==> config.mk <==
export PLATFORM = sky130hd
export DESIGN_NAME = spe_core
export DESIGN_NICKNAME = d
export VERILOG_FILES = /design/src/inc/spe_pkg.sv /design/src/core/spe_fifo.sv /design/src/core/spe_core.sv
export SDC_FILE = /design/constraint.sdc
export NUM_CORES = 1
export LEC_CHECK = 0
export ABC_AREA = 1
export BUFFER_PORTS_ARGS = -buffer_cell sky130_fd_sc_hd__buf_4
export CORE_ASPECT_RATIO = 0.7
export CORE_MARGIN = 3
export CORE_UTILIZATION = 45
export DETAILED_ROUTE_END_ITERATION = 7
export PLACE_DENSITY = 0.61
export SYNTH_ARGS = -nofsm -noshare
export SYNTH_HDL_FRONTEND = slang
export SYNTH_HIERARCHICAL = 1
export SYNTH_SLANG_ARGS = --single-unit
==> constraint.sdc <==
create_clock -name clk -period 9.5 [get_ports clk]
set_input_delay 0.475 -clock clk [delete_from_list [all_inputs] [get_ports clk]]
set_output_delay 0.475 -clock clk [all_outputs]
set_load 0.005 [all_outputs]
==> src/inc/spe_pkg.sv <==
// shared constants and types of the serial port engine
// assumes a single 200 MHz clock and plain-port configuration

package spe_pkg;

  // ***********************************************************
  // sizes
  // ***********************************************************
  localparam int SPE_WORD_W     = 8;
  localparam int SPE_FIFO_DEPTH = 16;
  localparam int SPE_NUM_CS     = 4;
  localparam int SPE_CS_W       = 2;
  localparam int SPE_DIV_W      = 8;

  // ***********************************************************
  // reset values
  // ***********************************************************
  localparam logic [SPE_DIV_W-1:0] SPE_DIV_RESET  = 8'h00;
  localparam logic [SPE_DIV_W-1:0] SPE_DIV_ONE    = 8'h01;
  localparam logic                 SPE_MFD_RESET  = 1'b0;
  localparam logic                 SPE_MSTR_RESET = 1'b0;
  localparam logic                 SPE_TXE_RESET  = 1'b1;

  // ***********************************************************
  // timing counts, in divided clock half periods; the last one in bits
  // ***********************************************************
  localparam logic [4:0] SPE_LAST_HALF  = 5'h0f;  // 8 bits, 16 halves
  localparam logic [4:0] SPE_LAST_EXTRA = 5'h01;  // one spurious pulse
  localparam logic [2:0] SPE_LAST_BIT   = 3'h7;

  // master sequencer states
  typedef enum logic [2:0] {
    SPE_ST_IDLE  = 3'b001,
    SPE_ST_EXTRA = 3'b010,
    SPE_ST_SHIFT = 3'b100
  } spe_state_type;

endpackage

==> src/core/spe_fifo.sv <==
// transmit word buffer with a registered head word
// assumes one clock; flush acts like a synchronous clear

`timescale 1ns/1ps

module spe_fifo #(
  parameter int W     = 8,
  parameter int DEPTH = 16
) (
  // clock and reset
  input  wire logic         clk,
  input  wire logic         sys_rst,
  input  wire logic         flush,
  // fill side
  input  wire logic         in_valid,
  input  wire logic [W-1:0] in_data,
  output logic              in_ready,
  // drain side
  output logic              out_valid,
  output logic [W-1:0]      out_data,
  input  wire logic         out_ready
);

  localparam int AW = $clog2(DEPTH);

  logic [W-1:0] mem_q [DEPTH];
  logic [AW-1:0] wr_q;
  logic [AW-1:0] rd_q;
  logic [AW:0]   cnt_q;
  logic          head_v_q;
  logic [W-1:0]  head_q;
  wire           push = in_valid && in_ready;
  wire           load = (cnt_q != '0) && (!head_v_q || out_ready);

  // depth counts the array only; the head register adds one slot
  assign in_ready  = (cnt_q != (AW+1)'(DEPTH));
  assign out_valid = head_v_q;
  assign out_data  = head_q;

  // storage array, no reset needed
  always_ff @(posedge clk) begin
    if (push) begin
      mem_q[wr_q] <= in_data;
    end
  end

  // pointers and occupancy
  always_ff @(posedge clk) begin
    if (sys_rst || flush) begin
      wr_q  <= '0;
      rd_q  <= '0;
      cnt_q <= '0;
    end else begin
      if (push) wr_q <= wr_q + 1'b1;
      if (load) rd_q <= rd_q + 1'b1;
      cnt_q <= cnt_q + (AW+1)'(push) - (AW+1)'(load);
    end
  end

  // head word register feeds the shifter
  always_ff @(posedge clk) begin
    if (sys_rst || flush) begin
      head_v_q <= 1'b0;
      head_q   <= '0;
    end else if (load) begin
      head_v_q <= 1'b1;
      head_q   <= mem_q[rd_q];
    end else if (out_ready) begin
      head_v_q <= 1'b0;
    end
  end

endmodule

==> src/core/spe_core.sv <==
// serial port engine, master or slave, with its silicon quirks kept
// assumes pins arrive asynchronous; control strobes are one-cycle pulses
//
// Contract
// - slave mode ignores the disable command; port stays enabled
// - mixed divisor one and other, polarity 1, phase 0: one extra pulse
// - keep-active on select 0 with fault detection on: never starts
// - disabling leaves the transmit empty flag as it was
// - transmit writes while disabled are dropped, flag not cleared

`timescale 1ns/1ps

module spe_core
  import spe_pkg::*;
#(
  parameter int W = SPE_WORD_W
) (
  // clock and reset
  input  wire logic                  clk,
  input  wire logic                  sys_rst,
  // control strobes
  input  wire logic                  ctl_enable,
  input  wire logic                  ctl_disable,
  input  wire logic                  soft_reset_bit,
  // mode register load
  input  wire logic                  mode_wr,
  input  wire logic                  mode_master,
  input  wire logic                  mode_fault_disable,
  input  wire logic [SPE_CS_W-1:0]   mode_cs_sel,
  // chip select config load
  input  wire logic                  cs_wr,
  input  wire logic [SPE_CS_W-1:0]   cs_idx,
  input  wire logic [SPE_DIV_W-1:0]  serial_clock_divisor,
  input  wire logic                  clock_polarity,
  input  wire logic                  clock_phase_select,
  input  wire logic                  chip_select_keep_active,
  // transmit data register write
  input  wire logic                  transmit_data_wr,
  input  wire logic [W-1:0]          transmit_data_register,
  output logic                       transmit_empty_flag,
  // receive side and status
  input  wire logic                  status_read,
  output logic [W-1:0]               rx_data,
  output logic                       rx_valid,
  output logic                       rx_full_flag,
  output logic                       mode_fault_flag,
  output logic                       enabled_flag,
  output logic                       busy,
  // pins
  input  wire logic                  sck_i,
  output logic                       sck_o,
  output logic                       sck_oe,
  input  wire logic                  mosi_i,
  output logic                       mosi_o,
  output logic                       mosi_oe,
  input  wire logic                  miso_i,
  output logic                       miso_o,
  output logic                       miso_oe,
  input  wire logic                  ss_n_i,
  output logic [SPE_NUM_CS-1:0]      cs_n_o
);

  // ***********************************************************
  // configuration and control state
  // ***********************************************************
  logic                 enabled_q, master_q, mfd_q;
  logic [SPE_CS_W-1:0]  sel_q;
  logic [SPE_DIV_W-1:0] div_q [SPE_NUM_CS];
  logic [SPE_NUM_CS-1:0] cpol_q, phase_q, keep_q, used_q;
  logic                 mode_fault_q, txe_q, rx_full_q, rx_valid_q;
  logic [W-1:0]         rx_data_q, tx_sh_q, rx_sh_q;
  wire                  sres = sys_rst || soft_reset_bit;
  wire                  fault_ev;

  // disable is honoured only by a master; a slave keeps running
  wire dis_take = ctl_disable && master_q;

  always_ff @(posedge clk) begin
    if (sres) begin
      enabled_q <= 1'b0;
    end else if (dis_take || fault_ev) begin
      enabled_q <= 1'b0;
    end else if (ctl_enable) begin
      enabled_q <= 1'b1;
    end
  end

  // mode register
  always_ff @(posedge clk) begin
    if (sres) begin
      master_q <= SPE_MSTR_RESET;
      mfd_q    <= SPE_MFD_RESET;
      sel_q    <= '0;
    end else if (mode_wr) begin
      master_q <= mode_master;
      mfd_q    <= mode_fault_disable;
      sel_q    <= mode_cs_sel;
    end
  end

  // chip select configs; used_q marks selects that were set up
  for (genvar i = 0; i < SPE_NUM_CS; i++) begin : g_cs
    always_ff @(posedge clk) begin
      if (sres) begin
        div_q[i]  <= SPE_DIV_RESET;
        cpol_q[i] <= 1'b0;
        phase_q[i] <= 1'b0;
        keep_q[i] <= 1'b0;
        used_q[i] <= 1'b0;
      end else if (cs_wr && cs_idx == SPE_CS_W'(i)) begin
        div_q[i]  <= serial_clock_divisor;
        cpol_q[i] <= clock_polarity;
        phase_q[i] <= clock_phase_select;
        keep_q[i] <= chip_select_keep_active;
        used_q[i] <= 1'b1;
      end
    end
  end

  // ***********************************************************
  // pin synchronisers
  // ***********************************************************
  logic [3:0] meta_q, sync_q;
  logic       sck_p_q, ss_p_q;
  always_ff @(posedge clk) begin
    meta_q <= {sck_i, ss_n_i, mosi_i, miso_i};
    sync_q <= meta_q;
    sck_p_q <= sync_q[3];
    ss_p_q  <= sync_q[2];
  end
  wire sck_s = sync_q[3];
  wire ss_s  = sync_q[2];
  wire mosi_s = sync_q[1];
  wire miso_s = sync_q[0];

  // ***********************************************************
  // decode of the selected chip select
  // ***********************************************************
  function automatic logic div_is_one(input logic [SPE_DIV_W-1:0] d);
    return d == SPE_DIV_ONE;
  endfunction

  logic [SPE_NUM_CS-1:0] is_one, not_one;
  for (genvar i = 0; i < SPE_NUM_CS; i++) begin : g_mix
    assign is_one[i]  = used_q[i] && div_is_one(div_q[i]);
    assign not_one[i] = used_q[i] && !div_is_one(div_q[i]);
  end
  wire [SPE_DIV_W-1:0] div_sel = div_q[sel_q];
  wire cpol_sel  = cpol_q[sel_q];
  wire phase_sel = phase_q[sel_q];
  // the divider mix corrupts the clock only in this polarity and phase
  wire extra_cond = (|is_one) && (|not_one)
                    && cpol_sel && !phase_sel;
  // the hang case blocks every master start, not only select 0
  wire start_block = keep_q[0] && !mfd_q;

  // mode fault: another master pulls our slave select low
  assign fault_ev = master_q && enabled_q && !mfd_q && !ss_s;

  // ***********************************************************
  // transmit buffer and empty flag
  // ***********************************************************
  wire         fifo_in_ready, fifo_out_valid;
  wire [W-1:0] fifo_out_data;
  wire         load_ev;
  wire         fifo_push = transmit_data_wr && enabled_q
                           && fifo_in_ready;

  spe_fifo #(
    .W     (W),
    .DEPTH (SPE_FIFO_DEPTH)
  ) u_fifo (
    .clk       (clk),
    .sys_rst   (sys_rst),
    .flush     (soft_reset_bit),
    .in_valid  (fifo_push),
    .in_data   (transmit_data_register),
    .in_ready  (fifo_in_ready),
    .out_valid (fifo_out_valid),
    .out_data  (fifo_out_data),
    .out_ready (load_ev)
  );

  // flag freezes while disabled, so a dma sees room that is not there
  always_ff @(posedge clk) begin
    if (sres) begin
      txe_q <= SPE_TXE_RESET;
    end else if (enabled_q) begin
      txe_q <= fifo_in_ready && !fifo_push;
    end
  end

  // ***********************************************************
  // master sequencer
  // ***********************************************************
  spe_state_type        st_q;
  logic [SPE_DIV_W-1:0] cnt_q;
  logic [4:0]           half_q;
  logic                 sck_q, hold_q;
  logic [SPE_NUM_CS-1:0] cs_n_q;
  wire [SPE_DIV_W-1:0] div_eff = (div_sel == '0) ? SPE_DIV_ONE : div_sel;
  wire tick    = (cnt_q + 1'b1) >= div_eff;
  wire run_m   = master_q && enabled_q;
  wire start_m = run_m && st_q == SPE_ST_IDLE && fifo_out_valid
                 && !start_block;
  wire in_sh   = st_q == SPE_ST_SHIFT && tick;
  wire m_lead  = in_sh && !half_q[0];
  wire m_trail = in_sh && half_q[0];
  wire m_done  = in_sh && half_q == SPE_LAST_HALF;
  wire m_sample = phase_sel ? m_lead : m_trail;
  wire m_shift  = phase_sel ? (m_trail && !m_done)
                            : (m_lead && half_q != 5'h00);

  always_ff @(posedge clk) begin
    if (sres || !run_m) begin
      st_q   <= SPE_ST_IDLE;
      half_q <= '0;
      cnt_q  <= '0;
    end else begin
      cnt_q <= (st_q == SPE_ST_IDLE || tick) ? '0 : cnt_q + 1'b1;
      case (st_q)
        SPE_ST_IDLE: begin
          half_q <= '0;
          if (start_m) begin
            st_q <= extra_cond ? SPE_ST_EXTRA : SPE_ST_SHIFT;
          end
        end
        SPE_ST_EXTRA: begin
          if (tick) begin
            half_q <= (half_q == SPE_LAST_EXTRA) ? '0 : half_q + 1'b1;
            if (half_q == SPE_LAST_EXTRA) st_q <= SPE_ST_SHIFT;
          end
        end
        SPE_ST_SHIFT: begin
          if (tick) begin
            half_q <= half_q + 1'b1;
            if (m_done) st_q <= SPE_ST_IDLE;
          end
        end
        default: st_q <= SPE_ST_IDLE;
      endcase
    end
  end

  // clock line toggles on every tick outside idle, extra pulse included
  always_ff @(posedge clk) begin
    if (sres || st_q == SPE_ST_IDLE) begin
      sck_q <= sres ? 1'b0 : cpol_sel;
    end else if (tick) begin
      sck_q <= ~sck_q;
    end
  end

  // selects stay low after a word when keep-active is set
  always_ff @(posedge clk) begin
    if (sres || !run_m) begin
      hold_q <= 1'b0;
      cs_n_q <= '1;
    end else begin
      if (m_done) hold_q <= keep_q[sel_q];
      for (int i = 0; i < SPE_NUM_CS; i++) begin
        cs_n_q[i] <= !(sel_q == SPE_CS_W'(i)
                       && (st_q != SPE_ST_IDLE || hold_q || start_m));
      end
    end
  end

  // ***********************************************************
  // slave edge decode
  // ***********************************************************
  logic [2:0] sbits_q;
  wire slv_act  = !master_q && enabled_q && !ss_s;
  wire s_edge   = slv_act && (sck_s != sck_p_q);
  wire s_lead   = s_edge && (sck_s != cpol_q[0]);
  wire s_trail  = s_edge && !s_lead;
  wire s_sample = phase_q[0] ? s_lead : s_trail;
  wire s_shift  = (phase_q[0] ? s_trail : s_lead) && sbits_q != 3'h0;
  wire s_done   = s_sample && sbits_q == SPE_LAST_BIT;
  wire s_load   = slv_act && (ss_p_q || s_done);

  always_ff @(posedge clk) begin
    if (sres || !slv_act) begin
      sbits_q <= '0;
    end else if (s_sample) begin
      sbits_q <= sbits_q + 1'b1;
    end
  end

  // ***********************************************************
  // shared shifters and receive holding register
  // ***********************************************************
  wire         sample_ev = master_q ? m_sample : s_sample;
  wire         shift_ev  = master_q ? m_shift : s_shift;
  wire         done_ev   = master_q ? m_done : s_done;
  assign       load_ev   = master_q ? start_m : (s_load && fifo_out_valid);
  wire         in_bit    = master_q ? miso_s : mosi_s;
  wire [W-1:0] rx_next   = {rx_sh_q[W-2:0], in_bit};
  wire [W-1:0] rx_word   = sample_ev ? rx_next : rx_sh_q;
  // slave with an empty buffer sends zeros
  wire [W-1:0] tx_load   = fifo_out_valid ? fifo_out_data : '0;

  always_ff @(posedge clk) begin
    if (sres) begin
      tx_sh_q <= '0;
      rx_sh_q <= '0;
    end else begin
      if (load_ev || s_load) tx_sh_q <= tx_load;
      else if (shift_ev) tx_sh_q <= {tx_sh_q[W-2:0], 1'b0};
      if (sample_ev) rx_sh_q <= rx_next;
    end
  end

  // received word and sticky flags; a new event beats a status clear
  always_ff @(posedge clk) begin
    if (sres) begin
      rx_data_q    <= '0;
      rx_valid_q   <= 1'b0;
      rx_full_q    <= 1'b0;
      mode_fault_q <= 1'b0;
    end else begin
      rx_valid_q <= done_ev;
      if (done_ev) rx_data_q <= rx_word;
      rx_full_q    <= done_ev || (rx_full_q && !status_read);
      mode_fault_q <= fault_ev || (mode_fault_q && !status_read);
    end
  end

  // ***********************************************************
  // outputs
  // ***********************************************************
  assign transmit_empty_flag = txe_q;
  assign rx_data         = rx_data_q;
  assign rx_valid        = rx_valid_q;
  assign rx_full_flag    = rx_full_q;
  assign mode_fault_flag = mode_fault_q;
  assign enabled_flag    = enabled_q;
  assign busy            = (st_q != SPE_ST_IDLE) || (sbits_q != 3'h0);
  assign sck_o   = sck_q;
  assign sck_oe  = run_m;
  assign mosi_o  = tx_sh_q[W-1];
  assign mosi_oe = run_m;
  assign miso_o  = tx_sh_q[W-1];
  assign miso_oe = slv_act;
  assign cs_n_o  = cs_n_q;

  // ***********************************************************
  // checks
  // ***********************************************************
  slave_keeps_en_a: assert property (@(posedge clk) disable iff (sys_rst)
    !master_q && enabled_q && ctl_disable && !soft_reset_bit && !mode_wr
    |=> enabled_q)
    else $error("slave port dropped enable on disable");

  extra_pulse_a: assert property (@(posedge clk) disable iff (sys_rst)
    start_m && extra_cond && !soft_reset_bit
    |=> st_q == SPE_ST_EXTRA)
    else $error("mixed divisor start skipped the extra pulse");

  no_start_a: assert property (@(posedge clk) disable iff (sys_rst)
    st_q == SPE_ST_IDLE && start_block |=> st_q == SPE_ST_IDLE)
    else $error("transfer began with keep-active and fault detection");

  txe_frozen_a: assert property (@(posedge clk) disable iff (sys_rst)
    !enabled_q && !soft_reset_bit
    |=> transmit_empty_flag == $past(transmit_empty_flag))
    else $error("transmit empty flag moved while disabled");

  drop_write_a: assert property (@(posedge clk) disable iff (sys_rst)
    transmit_data_wr && !enabled_q |-> !fifo_push ##1 transmit_empty_flag
      == $past(transmit_empty_flag))
    else $error("write taken while port disabled");

  soft_reset_bit_clear_a: assert property (@(posedge clk) disable iff (sys_rst)
    soft_reset_bit |=> !enabled_q && st_q == SPE_ST_IDLE && !master_q
      && transmit_empty_flag && !mode_fault_q && !rx_full_q)
    else $error("soft reset left state behind");

endmodule

# Word-level counts from Yosys, hierarchy flattened
# Memories as Yosys holds them, arrays and structs flattened. A register that Yosys moved wholly into a read port is not among the register bits.
# Index checks and enable logic that the tools add are counted.
[op_classes]
addsub = 7
magnitude_cmp = 2
eq_ne = 25
muxes = 58
n_bitwise = 5
reduce_logical = 100
[op_table]
columns = ["cell", "count"]
rows = [
  ["8-bit 2-to-1 mux", 9],
  ["1-bit logical AND", 49],
  ["1-bit 2-to-1 mux", 33],
  ["8-bit by 1-bit == test with 1-bit output (second input constant)", 4],
  ["1-bit zero test", 21],
  ["3-bit 2-to-1 mux", 6],
  ["5-bit 2-to-1 mux", 3],
  ["5-bit one-hot mux with 3 select lines", 1],
  ["1-bit logical OR", 14],
  ["2-bit != test (second input constant)", 5],
  ["5-bit nonzero test", 2],
  ["3-bit one-hot mux with 3 select lines", 1],
  ["4-bit by 1-bit adder with 4-bit output (second input constant)", 2],
  ["8-bit by 1-bit adder with 8-bit output (second input constant)", 1],
  ["2-bit == test (second input constant)", 4],
  ["8-bit >= comparator", 1],
  ["8-bit zero test", 1],
  ["4-bit OR reduction", 2],
  ["1-bit binary-select mux with 2-bit select", 3],
  ["3-bit == test (second input constant)", 2],
  ["2-bit nonzero test", 3],
  ["3-bit nonzero test", 2],
  ["5-bit by 1-bit adder with 5-bit output", 1],
  ["5-bit by 1-bit adder with 5-bit output (second input constant)", 1],
  ["other kinds (18)", 26],
]
[word_totals]
ff_bits = 98
ramBits = 160
in_bits = 38
out_inout_bits = 24
elab_cells = 241
n_memories = 2
[mem_list]
columns = ["memory", "depth", "word_bits", "read_ports", "rd_clocked_by_memory_dff", "wr", "line", "text"]
rows = [
  ["u_fifo.mem_q", 16, 8, 1, 1, 1, "spe_fifo.sv:26", "logic [W-1:0] mem_q [DEPTH];"],
  ["div_q", 4, 8, 5, 1, 4, "spe_core.sv:68", "logic [SPE_DIV_W-1:0] div_q [SPE_NUM_CS];"],
]

# Depth between registers and ports, before layout
[depth]
depth_word = 16
depth_mapped = 23

# Hierarchy
# Netlist, hierarchy kept.
[modules_own_cells]
columns = ["module", "n_inst", "cells_each", "area_each_um2", "seq_area_each_um2"]
rows = [
  ["spe_fifo", 1, 659, 6530.0, 4284.1],
  ["spe_core", 1, 715, 5597.9, 2692.6],
]

# Least setup slack after synthesis
# No wires, ideal clock.
[synth_path]
kind = "register -> register"
start = "register master_q"
end = "register u_fifo.cnt_q[4]"
arrival_time_ps = 2954
t_required_ps = 9378
setup_slack_ps = 6424
path_stages_with_launch = 22
cell_sequence = "dfxtp_1 > buf_6 > nor3_4 > nand3_2 > nand2_2 > nand3_2 > nand2_2 > nand2_4 > a21oi_4 > inv_1 > nand2_1 > nand2_1 > inv_1 > buf_2 > ha_1 > inv_1 > ha_1 > fa_1 > a21oi_1 > o21bai_1 > o21ai_0 > a21oi_1"
[synth_via]
elab_chain_cells = 16
elab_cells_between_ends = 20
cone_classes = "add/sub: 1; mux: 2; reduce/logical: 17"
[synth_lines]
columns = ["element", "line", "text"]
rows = [
  ["from (decl)", "spe_core.sv:66", "logic enabled_q, master_q, mfd_q;"],
  ["from (signal assigned)", "spe_core.sv:95", "master_q <= mode_master;"],
  ["1-bit zero test (*)", "spe_core.sv:272", "wire slv_act = !master_q && enabled_q && !ss_s;"],
  ["1-bit logical AND (*) (2 in series)", "spe_core.sv:272", ""],
  ["named net miso_oe", "spe_core.sv:58", "output logic miso_oe,"],
  ["1-bit logical AND", "spe_core.sv:273", "wire s_edge = slv_act && (sck_s != sck_p_q);"],
  ["1-bit logical AND", "spe_core.sv:274", "wire s_lead = s_edge && (sck_s != cpol_q[0]);"],
  ["1-bit zero test", "spe_core.sv:275", "wire s_trail = s_edge && !s_lead;"],
  ["1-bit logical AND", "spe_core.sv:275", ""],
  ["1-bit 2-to-1 mux", "spe_core.sv:276", "wire s_sample = phase_q[0] ? s_lead : s_trail;"],
  ["[2 not listed]", "-", ""],
  ["1-bit logical AND (*)", "spe_core.sv:279", "wire s_load = slv_act && (ss_p_q || s_done);"],
  ["1-bit logical AND (*)", "spe_core.sv:295", "assign load_ev = master_q ? start_m : (s_load && fifo_out_valid);"],
  ["1-bit 2-to-1 mux (*)", "spe_core.sv:295", ""],
  ["named net load_ev", "spe_core.sv:165", "wire load_ev;"],
  ["1-bit logical OR (*)", "spe_fifo.sv:33", "wire load = (cnt_q != '0) && (!head_v_q || out_ready);"],
  ["1-bit logical AND (*)", "spe_fifo.sv:33", ""],
  ["named net u_fifo.load", "spe_fifo.sv:33", ""],
  ["5-bit by 1-bit subtractor with 5-bit output (*)", "spe_fifo.sv:56", "cnt_q <= cnt_q + (AW+1)'(push) - (AW+1)'(load);"],
  ["to (signal assigned)", "spe_fifo.sv:56", ""],
  ["to (decl)", "spe_fifo.sv:29", "logic [AW:0] cnt_q;"],
]
# The timed path passes the listed nets; every way through them passes the cells marked *.
# A chain may end at the register's enable or synchronous reset.

# Worst setup path in the final report
[layout_path]
start = "register master_q"
end = "register u_fifo.cnt_q[4]"
[layout_via]
elab_chain_cells = 16
elab_cells_between_ends = 20
cone_classes = "add/sub: 1; mux: 2; reduce/logical: 17"
[layout_lines]
columns = ["element", "line", "text"]
rows = [
  ["1-bit zero test", "spe_core.sv:272", ""],
  ["1-bit logical AND (2 in series)", "spe_core.sv:272", ""],
  ["1-bit logical AND", "spe_core.sv:273", ""],
  ["1-bit logical AND", "spe_core.sv:274", ""],
  ["1-bit zero test", "spe_core.sv:275", ""],
  ["1-bit logical AND", "spe_core.sv:275", ""],
  ["1-bit 2-to-1 mux", "spe_core.sv:276", ""],
  ["1-bit logical AND", "spe_core.sv:278", "wire s_done = s_sample && sbits_q == SPE_LAST_BIT;"],
  ["1-bit logical OR", "spe_core.sv:279", ""],
  ["1-bit logical AND", "spe_core.sv:279", ""],
  ["1-bit logical AND", "spe_core.sv:295", ""],
  ["1-bit 2-to-1 mux (*)", "spe_core.sv:295", ""],
  ["named net load_ev", "spe_core.sv:165", ""],
  ["1-bit logical OR (*)", "spe_fifo.sv:33", ""],
  ["1-bit logical AND (*)", "spe_fifo.sv:33", ""],
  ["5-bit by 1-bit subtractor with 5-bit output (*)", "spe_fifo.sv:56", ""],
]
# Marked as above.

==> flow_summary.json <==
{
  "cts_hold_buf": 0,
  "hp-start": "mosi_i",
  "final_util": 0.526,
  "netlist_instances": 1374,
  "rows": 49,
  "tns_ns": 0,
  "slowest_delay_ns": 0.55,
  "yosysUniqueCellTypes": 43,
  "p_comb_frac": 0.180,
  "drv_cap": 0,
  "syn_area_sq_mm": 0.0121,
  "fin_nets": 1489,
  "routed_wl_microns": 28200,
  "synth.yosys.warnings": 6,
  "dr.pass1.iters": 5,
  "crit_path_end": "u_fifo/cnt_q[4]",
  "status": "finished clean",
  "clkLatencyLatePin_ns": 0.53,
  "layout-area-overhead-vs-synth_pct": 13.3,
  "grt_max_degree": 68,
  "antenna-diode-count": 0,
  "track_usage": 0.191,
  "die_x_microns": 202,
  "p_int_mw": 2.08,
  "initialDrtViolationCount": 614,
  "finalHoldViolations": 0,
  "p_sw_frac": 0.286,
  "final.min_clock_period_ns": 3.76,
  "ios": 62,
  "layout_common_cells": "nand2_1, inv_1, edfxtp_1",
  "cts-buffers-inserted": 27,
  "final_common_cell": "nand2_1",
  "post-route-period-util": 0.395,
  "cts_buffer_depth": 3,
  "synth_nets": 1440,
  "reg2reg_to": "u_fifo/cnt_q[4]",
  "synth_area_per_cell_sq_um": 8.83,
  "worst_pin_slew_ns": 1.14,
  "multi_input_area_sq_mm": 0.00409,
  "synthMuxAreaShare": 0,
  "p_per_area_mw_per_mm2": 212,
  "end_kind": "flop",
  "r2r_slack_ns": 5.74,
  "p_seq_frac": 0.447,
  "fp.coreArea_sq_mm": 0.0261,
  "synth_enable_flop_cells": 161,
  "antenna_found_initial": 0,
  "holdCritPathClass": "in -> reg",
  "synth_seq_cells": 268,
  "postCtsSetupBuffers": 0,
  "synth_top_area_frac": 0.399,
  "max_slew_margin": 0.238,
  "dp_hpwl_microns": 18800,
  "synth_top_family_by_area": "simple AND/OR/NAND/NOR gates",
  "synth-adder-area-share": 0.0295,
  "cts_root_buf": "clkbuf_16",
  "clk_pin_slew_ns": 0.06,
  "gr-total-overflow": 0,
  "grt_pass1_wl_microns": 44200,
  "synth_xor_area_frac": 0.00650,
  "drc": 0,
  "crit_start": "master_q",
  "synth-simple-area-share": 0.248,
  "seq_area_frac_synth": 0.575,
  "r2r-start": "master_q",
  "async_flop_share": 0,
  "fillerInstances": 2387,
  "crit_type": "reg -> reg",
  "die_h_microns": 143,
  "clock.fmax_ghz": 0.266,
  "crit_chain": "nand2_1 > a211oi_1 > nand2_2 > a21oi_4 > inv_1 > nand2_1 > nand2_1 > inv_1 > ha_1 > inv_1 > ha_1 > fa_1 > a21oi_1 > o21bai_1 > o21ai_0 > a21oi_1",
  "crit_arrival_ns": 4.18,
  "reg2reg_depth": 16,
  "path_max_fanout": 20,
  "antenna_left": 0,
  "initial_utilization": 0.464,
  "cts_resized": 0,
  "synthTopCellsByArea": "edfxtp_1, dfxtp_1, nand2_1",
  "synth_compound_area_frac": 0.0528,
  "power.share.clock": 0.373,
  "wire_per_inst_microns": 15.7,
  "slew_viol_final": 0,
  "routed_via_density": 4.99,
  "setup_viol": 0,
  "gp_congestion": 0.844,
  "layout-drive-gt1-share": 0.104,
  "slowest_stage": "dfxtp_1",
  "grt_pass1_vias": 8197,
  "grt_setup_unrepaired": "no",
  "clock_sinks": 268,
  "critPathLaunchType": "flop",
  "htreeDepth": 1,
  "vias": 8984,
  "power_leakage_nw": 5.97,
  "regArea_sq_mm": 0.00698,
  "finalHoldWorstSlack_ns": 0.0382,
  "port_buffers": 61,
  "synth_largest_area_cell": "edfxtp_1",
  "cts_tree": "yes",
  "die_area_sq_mm": 0.0290,
  "switchingPower_mw": 0.832,
  "synth_flop_cell": "edfxtp_1",
  "peakVddDrop_v": 0.000140,
  "fin_skew_ns": 0.0140,
  "crit_required_ns": 9.92
}
## how the worst min path moves through the flow
stage | to | slack (ns) | cells past startpoint
floorplan | sync_q[0] | 0.31 | 0
global placement | sync_q[1] | 0.31 | 0
detailed placement | sync_q[1] | 0.32 | 0
CTS | meta_q[1] | 0.01 | 1
global route | meta_q[3] | 0.01 | 1
finish | meta_q[1] | 0.04 | 1
## kinds of logic (layout without fill, tap and decap cells)
| logic type | Yosys count | after routing |
|---|---|---|
| and+or+nand+nor | 696 | 696 |
| DFF | 268 | 268 |
| buffers and inverters | 262 | 331 |
| AOI/OAI and AO/OA | 111 | 111 |
| adders and majority gates | 28 | 28 |
| xor gates and xnor gates | 9 | 9 |
## routing by layer
metal,track usage,up-vias,wire length (microns)
met4,0.0437,0,550
met3,0.0360,39,1890
met1,0.305,4166,14600
met2,0.266,252,11100
met5,0,-,0
li1,-,4527,-
## registers in the layout, summed over array words and instances (netlist names), 5 cells and up, named ones only
| signal | count |
|---|---|
| tx_sh_q | 8 |
| u_fifo/cnt_q | 5 |
| u_fifo/mem_q | 128 |
| cnt_q | 8 |
| rx_sh_q | 8 |
| half_q | 5 |
| rx_data | 8 |
| u_fifo/out_data | 8 |
| div_q | 32 |
## metrics by stage
stage,worst slack (ns),std cells,cell area [sq um],total power [mW]
floorplan,6.42,1374,12100,1.71
global placement,5.89,1751,12800,1.84
detailed placement,5.77,1751,12800,1.85
CTS,5.75,1800,13700,2.94
global route,5.42,1800,13700,3.06
finish,5.74,1800,13700,2.91
## power by group through the flow
stage / clock network, mW / logic, mW / registers, mW
floorplan: 0 / 0.401 / 1.31
global placement: 0 / 0.517 / 1.32
detailed placement: 0 / 0.524 / 1.32
CTS: 1.11 / 0.527 / 1.30
global route: 1.16 / 0.597 / 1.30
finish: 1.09 / 0.524 / 1.30
## Yosys cell counts (all sizes together), types with 8 or more instances
cell type	n
nor2	131
nand3	152
clkinv	9
o22ai	15
xor2	8
dfxtp	107
inv	207
a21oi	44
edfxtp	161
nand4	16
buf	31
ha	27
nand2	371
o21ai	41
nor3	15
clkbuf	15
## cell type report
class / instances / area share
flip-flops and latches: 268 / 0.508
multi-input cells: 844 / 0.297
clock inverters: 9 / 0.00555
inverters: 216 / 0.0590
repair buffers: 66 / 0.0360
well taps: 357 / 0.0325
clock buffers: 40 / 0.0617
## worst max-delay path: cells and delay by family, from the launching register on
family	cells	cell delay, ns
AO/OA/AOI/OAI	6	0.98
adder cells (fa/ha/maj)	3	0.85
AND/OR/NAND/NOR	4	0.68
buffers and inverters	3	0.60
flip-flops	1	0.55
Note: power is estimated with default switching activity, not from simulation.
